### config.mk
export PLATFORM = sky130hd
export DESIGN_NAME = hppc_hub_port_power
export DESIGN_NICKNAME = d
export VERILOG_FILES = /design/src/hppc_pkg.sv /design/src/hppc_hub_port_power.sv
export SDC_FILE = /design/constraint.sdc
export NUM_CORES = 1
export LEC_CHECK = 0
export BUFFER_PORTS_ARGS = -buffer_cell sky130_fd_sc_hd__buf_2
export CAP_MARGIN = 40
export CORE_UTILIZATION = 45
export DETAILED_ROUTE_END_ITERATION = 10
export PLACE_DENSITY = 0.64
export SLEW_MARGIN = 20
export SYNTH_ARGS = -nofsm -noshare
export SYNTH_HDL_FRONTEND = slang
export SYNTH_SLANG_ARGS = --single-unit
### constraint.sdc
create_clock -name clk_sys_i -period 1.8 [get_ports clk_sys_i]
set_input_delay 0.27 -clock clk_sys_i [delete_from_list [all_inputs] [get_ports clk_sys_i]]
set_output_delay 0.27 -clock clk_sys_i [all_outputs]
set_load 0.005 [all_outputs]
### src/hppc_pkg.sv
package hppc_pkg;

  // ****************************************************************
  // Counts and timing
  // ****************************************************************
  localparam int unsigned NUM_PORTS     = 6;
  localparam int unsigned CLK_PERIOD_NS = 50;
  // Least overcurrent persistence before latching, in nanoseconds.
  localparam int unsigned OC_FILTER_NS  = 200;
  localparam int unsigned OC_FILTER_CYC =
    (OC_FILTER_NS + CLK_PERIOD_NS - 1) / CLK_PERIOD_NS;
  // Least time the upstream link stays dropped after a detect toggle.
  localparam int unsigned LINK_DROP_NS  = 500;
  localparam int unsigned LINK_DROP_CYC =
    (LINK_DROP_NS + CLK_PERIOD_NS - 1) / CLK_PERIOD_NS;

  // ****************************************************************
  // Upstream link states
  // ****************************************************************
  typedef enum logic [2:0] {
    HPPC_UP_IDLE = 3'b001,
    HPPC_UP_DROP = 3'b010,
    HPPC_UP_LINK = 3'b100
  } hppc_up_e;

endpackage : hppc_pkg

### src/hppc_hub_port_power.sv
`timescale 1ns/1ns
module hppc_hub_port_power #(
  parameter int unsigned NPORT = hppc_pkg::NUM_PORTS
) (
  input  wire logic             clk_sys_i,
  input  wire logic             arst_n_i,
  input  wire logic [NPORT-1:0] port_enable_i,
  input  wire logic [NPORT-1:0] host_port_off_i,
  input  wire logic [NPORT-1:0] oc_clear_i,
  input  wire logic             gang_mode_i,
  input  wire logic [NPORT-1:0] port_power_sense_pin_i,
  output logic      [NPORT-1:0] port_power_sense_pin_o,
  output logic      [NPORT-1:0] port_power_sense_pin_oe_o,
  output logic      [NPORT-1:0] port_pullup_en_o,
  output logic      [NPORT-1:0] reset_weak_pulldown_o,
  input  wire logic             shared_power_pin_i,
  output logic                  shared_power_pin_o,
  output logic                  shared_power_pin_oe_o,
  output logic                  shared_pullup_en_o,
  input  wire logic             upstream_power_detect_i,
  input  wire logic             orient_b_i,
  output logic                  upstream_link_en_o,
  output logic                  upstream_ss_tx_plus_orient_a_en_o,
  output logic                  upstream_ss_tx_plus_orient_b_en_o,
  output logic      [NPORT-1:0] oc_status_o,
  output logic                  oc_event_o
);

  localparam int unsigned FW = $clog2(hppc_pkg::OC_FILTER_CYC + 1);
  localparam logic [FW-1:0] FMAX = FW'(hppc_pkg::OC_FILTER_CYC);
  localparam int unsigned DW = $clog2(hppc_pkg::LINK_DROP_CYC + 1);
  localparam logic [DW-1:0] DMAX = DW'(hppc_pkg::LINK_DROP_CYC);

  // ****************************************************************
  // Pin synchronisers
  // ****************************************************************
  logic [NPORT-1:0] pin_s1_r;
  logic [NPORT-1:0] pin_s2_r;
  logic             gang_s1_r;
  logic             gang_s2_r;
  logic             det_s1_r;
  logic             det_s2_r;
  logic             det_prev_r;

  // Two flops on every pin input; only the second stage is read.
  always_ff @(posedge clk_sys_i or negedge arst_n_i) begin
    if (!arst_n_i) begin
      pin_s1_r  <= '0;
      pin_s2_r  <= '0;
      gang_s1_r <= 1'b0;
      gang_s2_r <= 1'b0;
      det_s1_r  <= 1'b0;
      det_s2_r  <= 1'b0;
    end else begin
      pin_s1_r  <= port_power_sense_pin_i;
      pin_s2_r  <= pin_s1_r;
      gang_s1_r <= shared_power_pin_i;
      gang_s2_r <= gang_s1_r;
      det_s1_r  <= upstream_power_detect_i;
      det_s2_r  <= det_s1_r;
    end
  end

  // ****************************************************************
  // Per-port overcurrent filter and pin control
  // ****************************************************************
  logic [NPORT-1:0] port_on_r;
  logic [NPORT-1:0] oc_lat_r;
  logic [NPORT-1:0] oc_new;
  logic [FW-1:0]    flt_r [NPORT];
  logic             gang_on;

  // In ganged mode the shared pin powers all ports while any port is on.
  assign gang_on = |port_on_r;

  for (genvar p = 0; p < NPORT; p++) begin : g_port
    logic sense_low;
    logic port_ok;
    // Ganged mode senses the shared pin instead of the port pin.
    assign sense_low = gang_mode_i ? !gang_s2_r : !pin_s2_r[p];
    assign port_ok   = port_enable_i[p] && !host_port_off_i[p] && !oc_lat_r[p];
    assign oc_new[p] = port_on_r[p] && sense_low && (flt_r[p] == FMAX - FW'(1));

    // The filter needs OC_FILTER_CYC consecutive low samples, so a glitch dies out.
    always_ff @(posedge clk_sys_i or negedge arst_n_i) begin
      if (!arst_n_i) begin
        flt_r[p] <= '0;
      end else if (port_on_r[p] && sense_low && flt_r[p] != FMAX) begin
        flt_r[p] <= flt_r[p] + FW'(1);
      end else if (!(port_on_r[p] && sense_low)) begin
        flt_r[p] <= '0;
      end
    end

    // Latch wins over a simultaneous clear so no event is lost.
    always_ff @(posedge clk_sys_i or negedge arst_n_i) begin
      if (!arst_n_i) begin
        oc_lat_r[p] <= 1'b0;
      end else if (oc_new[p]) begin
        oc_lat_r[p] <= 1'b1;
      end else if (oc_clear_i[p]) begin
        oc_lat_r[p] <= 1'b0;
      end
    end

    // Port state and pin drive; a latched fault also forces the port off.
    always_ff @(posedge clk_sys_i or negedge arst_n_i) begin
      if (!arst_n_i) begin
        port_on_r[p]                 <= 1'b0;
        port_power_sense_pin_o[p]    <= 1'b0;
        port_power_sense_pin_oe_o[p] <= 1'b0;
        port_pullup_en_o[p]          <= 1'b0;
        reset_weak_pulldown_o[p]     <= 1'b1;
      end else begin
        port_on_r[p]                 <= port_ok && !oc_new[p];
        port_power_sense_pin_o[p]    <= 1'b0;
        port_power_sense_pin_oe_o[p] <= gang_mode_i || !(port_ok && !oc_new[p]);
        port_pullup_en_o[p]          <= !gang_mode_i && port_ok && !oc_new[p];
        reset_weak_pulldown_o[p]     <= 1'b0;
      end
    end
  end

  // ****************************************************************
  // Shared power pin and reporting
  // ****************************************************************
  always_ff @(posedge clk_sys_i or negedge arst_n_i) begin
    if (!arst_n_i) begin
      shared_power_pin_o    <= 1'b0;
      shared_power_pin_oe_o <= 1'b0;
      shared_pullup_en_o    <= 1'b0;
      oc_status_o           <= '0;
      oc_event_o            <= 1'b0;
    end else begin
      shared_power_pin_o    <= 1'b0;
      shared_power_pin_oe_o <= gang_mode_i && !gang_on;
      shared_pullup_en_o    <= gang_mode_i && gang_on;
      oc_status_o           <= oc_lat_r | oc_new;
      oc_event_o            <= |oc_new;
    end
  end

  // ****************************************************************
  // Upstream link qualification
  // ****************************************************************
  hppc_pkg::hppc_up_e up_state_r;
  logic [DW-1:0]      drop_cnt_r;
  logic               det_edge;

  assign det_edge = det_s2_r ^ det_prev_r;

  // A detect toggle restarts the link only; port state is untouched.
  always_ff @(posedge clk_sys_i or negedge arst_n_i) begin
    if (!arst_n_i) begin
      up_state_r <= hppc_pkg::HPPC_UP_IDLE;
      drop_cnt_r <= '0;
      det_prev_r <= 1'b0;
    end else begin
      det_prev_r <= det_s2_r;
      unique case (up_state_r)
        hppc_pkg::HPPC_UP_IDLE: begin
          if (det_s2_r) begin
            up_state_r <= hppc_pkg::HPPC_UP_LINK;
          end
        end
        hppc_pkg::HPPC_UP_LINK: begin
          if (det_edge || !det_s2_r) begin
            up_state_r <= hppc_pkg::HPPC_UP_DROP;
            drop_cnt_r <= '0;
          end
        end
        hppc_pkg::HPPC_UP_DROP: begin
          if (drop_cnt_r != DMAX) begin
            drop_cnt_r <= drop_cnt_r + DW'(1);
          end else begin
            up_state_r <= hppc_pkg::HPPC_UP_IDLE;
          end
        end
      endcase
    end
  end

  // Only the lane set matching the orientation is enabled; the other floats.
  always_ff @(posedge clk_sys_i or negedge arst_n_i) begin
    if (!arst_n_i) begin
      upstream_link_en_o                <= 1'b0;
      upstream_ss_tx_plus_orient_a_en_o <= 1'b0;
      upstream_ss_tx_plus_orient_b_en_o <= 1'b0;
    end else begin
      upstream_link_en_o <= (up_state_r == hppc_pkg::HPPC_UP_LINK) && det_s2_r;
      upstream_ss_tx_plus_orient_a_en_o <=
        (up_state_r == hppc_pkg::HPPC_UP_LINK) && !orient_b_i;
      upstream_ss_tx_plus_orient_b_en_o <=
        (up_state_r == hppc_pkg::HPPC_UP_LINK) && orient_b_i;
    end
  end
endmodule : hppc_hub_port_power

# Word-level counts from Yosys, hierarchy flattened
# Cells that the tools add are included.
[totals]
ff_bits = 79
output_inout_bits = 37
[classes]
addsub = 7
n_eq_ne = 26
mux = 37
n_bitwise = 2
n_reduce_logical = 106
[op_table]
columns = ["cell", "count"]
rows = [
  ["$logic_and 1x1->1", 53],
  ["$mux 3", 15],
  ["$logic_not 1->1", 35],
  ["$eq 3x2->1 const B", 7],
  ["$add 3x1->3 const B", 6],
  ["$mux 1", 18],
  ["$ne 3x3->1 const B", 6],
  ["$reduce_bool 2->1", 7],
  ["$ne 2x1->1 const B", 6],
  ["$reduce_or 6->1", 2],
  ["$pmux 3 s3", 1],
  ["$mux 4", 2],
  ["$ne 2x2->1 const B", 4],
  ["$pmux 4 s2", 1],
  ["$logic_or 1x1->1", 7],
  ["$or 6x6->6", 1],
  ["$reduce_and 3->1", 2],
  ["$add 4x1->4 const B", 1],
  ["$ne 4x4->1 const B", 1],
  ["$eq 3x1->1 const B", 1],
  ["$eq 3x3->1 const B", 1],
  ["$xor 1x1->1", 1],
]

# Depth between registers and ports, before layout
[depth]
word_depth = 8
mapped_depth = 6
ltp_nobuf = 6

# Worst setup path before layout
# No wires, ideal clock.
[synth_timing]
path_type = "reg-to-reg"
from = "register flt_r[3] (netlist bit)"
to = "register oc_event_o"
setup_ps = 130
t_arrival_ps = 1224
setup_slack_ps = 446
stages_incl_launch_ff = 7
path_buffers = 0
cell_sequence = "dfrtp_1 ha_1 ha_1 nand2_1 nor2_1 nor4_1 nand3_1"
[synth_via]
elab_chain_cells = 3
[synth_rtl]
columns = ["element", "line", "text"]
rows = [
  ["start: declaration", "hppc_hub_port_power.sv:70", "logic [FW-1:0] flt_r [NPORT];"],
  ["start signal: indexed assignment", "hppc_hub_port_power.sv:89", "flt_r[p] <= flt_r[p] + FW'(1);"],
  ["$eq 3x2->1", "hppc_hub_port_power.sv:82", "assign oc_new[p] = port_on_r[p] && sense_low && (flt_r[p] == FMAX - FW'(1));"],
  ["$logic_and 1x1->1", "hppc_hub_port_power.sv:82", ""],
  ["$reduce_or 6->1", "hppc_hub_port_power.sv:139", "oc_event_o <= |oc_new;"],
  ["end signal: assignment", "hppc_hub_port_power.sv:139", ""],
  ["end: declaration", "hppc_hub_port_power.sv:26", "output logic oc_event_o"],
]
# No other way between the ends.
# A chain may end at the register's enable or synchronous reset.

# Worst setup path in the final report
# Ends and elaborated chain as after synthesis.

==> results.cfg <==
[cts]
cts_htree_levels = 3
clockBufferDepth = 2
cts_tree = yes
clock_latency_ps = 330
cts.sinks = 79
post_cts_resized = 0
numCtsBuffers = 9
clkTransAtPathRegs_ps = 70
root_buffer = clkbuf_8

[logic_synthesis]
synth-adder-area-share = 0.07722
syn_area_per_cell_um2 = 11.70
synth-xor-area-share = 0.01622
synthMuxAreaShare = 0.02124
synth_simple_gate_area_share = 0.1421
synth-seq-cells = 79
synth_edf_count = 0
ys_async_sr_fraction = 1.000
synth_top_family_by_area = simple AND/OR/NAND/NOR gates
yosys_warnings = 0
synthCells = 277
synth.distinct_cells = 38
synth_ff_type = dfrtp_1
synth_compound_area_frac = 0.05830
syn_area_um2 = 3241
ys_seq_area_frac = 0.6108

[final_layout]
nets = 394
drive_above_1_share = 0.2672
final_area_um2 = 3832
area_growth_pct = 18.26
fin_cells = 444
layout_commonest_cell = dfrtp_1
diodes = 0
layout_common_cells = 77 x dfrtp_1, 58 x buf_2, 36 x inv_1
fill_cells = 616

[sta]
layout_min_cycle_time_ps = 1563
fmax_mhz = 639.9
final-setup-viol-count = 0
setup-tns-final_ps = 0
min_period_over_period = 0.8682
slew_viol_final = 0
rsz0062_at_grt = no
fin_worst_skew_ps = 6.410
hold_viol = 0

[job]
maxCapViolations = 0

[worst_setup_path]
crit_type = flop to flop
cp_data_required_time_ps = 2000
start_kind = flop
worstPathMaxFanout = 3
worstPathCellList = ha_1 > ha_1 > nand2_1 > nor2_1 > nor4_1 > nand3_1
cp.arrival_ps = 1760
cpPeakStageDelay_ps = 410
cp-end-kind = flop
path_common_cell = ha_1
slowest_stage = dfrtp_1

[global_route]
grt_pass1_wl_um = 8631
grt_pass1_vias = 1915
grt_overflow = 0
grt.total_usage = 0.1524
grt_max_degree = 34
antenna_found_initial = 0

[drt]
ant_nets = 0
dr_total_vias = 2047
post_drt_wl_per_cell_um = 11.70
dr.pass1.iters = 4
drt_iter0_drc = 85
viasPerCell = 4.610
drcViolationCount = 0
routed_wirelength_um = 5196

[placed_design]
dp_cells = 428
place_hpwl_um = 3938
placed_cell_area_um2 = 3611
portBuffers = 59
gp_congestion = 0.7325

[die]
die_h_um = 86.86
core_area_um2 = 6869
num_rows = 30
start_util = 0.4718
io_pins = 67
die_w_um = 86.86
fp.dieArea_um2 = 7545

[power]
power_leakage_nw = 1.893
power.density_nw_per_um2 = 1007
ir_drop_mv = 0.7716

[worst_hold_path]
hp-class = primary input to flop

[run_status]
status = complete, no violations
-- sequential cells by signal, summed over array words and instances (netlist names), 3 cells and up --
signal	flops
flt_r	18
oc_lat_r	6
oc_status_o	6
pin_s1_r	6
pin_s2_r	6
port_on_r	6
port_power_sense_pin_oe_o	6
port_pullup_en_o	6
drop_cnt_r	4
up_state_r	3
-- where the power goes --
group          total, W  internal, W  switching (W)
logic          0.000454     0.000224       0.000230
clock network   0.00138     0.000807       0.000574
registers       0.00202      0.00191       0.000114
-- worst max-delay path, delay by kind of cell, from the launching register on --
family                   cells  cell delay (ps)
adder cells (fa/ha/maj)      2              380
flip-flops                   1              410
AND/OR/NAND/NOR              4              650
-- timing repair --
| action | CTS | global route |
|---|---|---|
| buffers inserted | 0 | 0 |
| hold buffers | 1 | 0 |
| hold endpoints to repair | 23 | 0 |
-- synthesized netlist by cell type (4+ instances only) --
library cell  count  area [um^2]
a21oi_1          13        65.06
and2_1            6        37.54
buf_4            12        90.09
dfrtp_1          77         1927
ha_1             20        250.2
inv_1            36        135.1
nand2_1          21        78.83
nand2b_1          4        25.02
nand3_1          12        60.06
nor2_1           16        60.06
nor3b_2           4        50.05
o22ai_1           5        31.28
xnor2_1           6        52.55
-- area by class of cell --
cell class	count	area, um^2	share of cell area
Sequential cell	79	1979	0.5165
Multi-Input combinational cell	156	1051	0.2742
Tap cell	96	120.1	0.03134
Timing Repair Buffer	62	335.3	0.08750
Clock buffer	11	141.4	0.03689
Inverter	36	135.1	0.03526
Clock inverter	4	70.07	0.01828
-- worst paths after layout --
| path | startpoint | endpoint | slack [ps] | cells past startpoint |
|---|---|---|---|---|
| max | flt_r[3] | oc_event_o | 240 | 6 |
| min | port_power_sense_pin_i[1] | pin_s1_r[1] | 40 | 1 |
| max reg2reg | flt_r[3] | oc_event_o | 240 | 6 |
| min reg2reg | pin_s1_r[3] | pin_s2_r[3] | 350 | 0 |
| max in group asynchronous | arst_n_i | flt_r[14] | 810 | 3 |
| min in group asynchronous | arst_n_i | flt_r[0] | 390 | 2 |
-- logic make-up (layout without fill, tap and decap cells) --
family,Yosys count,after routing
compound gates,31,31
xor+xnor,6,6
fa+ha+maj,20,20
buf+inv,49,113
flops,79,79
mux,6,6
other cells,1,8
simple gates,85,85
-- metrics by stage --
step	hold slack [ps]	total power, W	util	setup slack (ps)
2_1_floorplan	-25.59	0.002340	-	445.7
3_3_place_gp	210.9	0.002506	0.5257	217.6
3_5_place_dp	209.1	0.002517	0.5257	202.3
4_1_cts	26.62	0.003910	0.5579	194.5
5_1_grt	22.50	0.004060	0.5579	80.96
6_report	40.75	0.003860	0.5579	237.2
-- layer usage --
metal	vias to the layer above	global-route usage	wire [um]
li1	1015	-	-
met1	973	0.2051	2460
met2	55	0.2384	2445
met3	4	0.03602	247
met4	0	0.06364	42
met5	-	0	0
No activity file was read; power rests on OpenSTA's default activity.
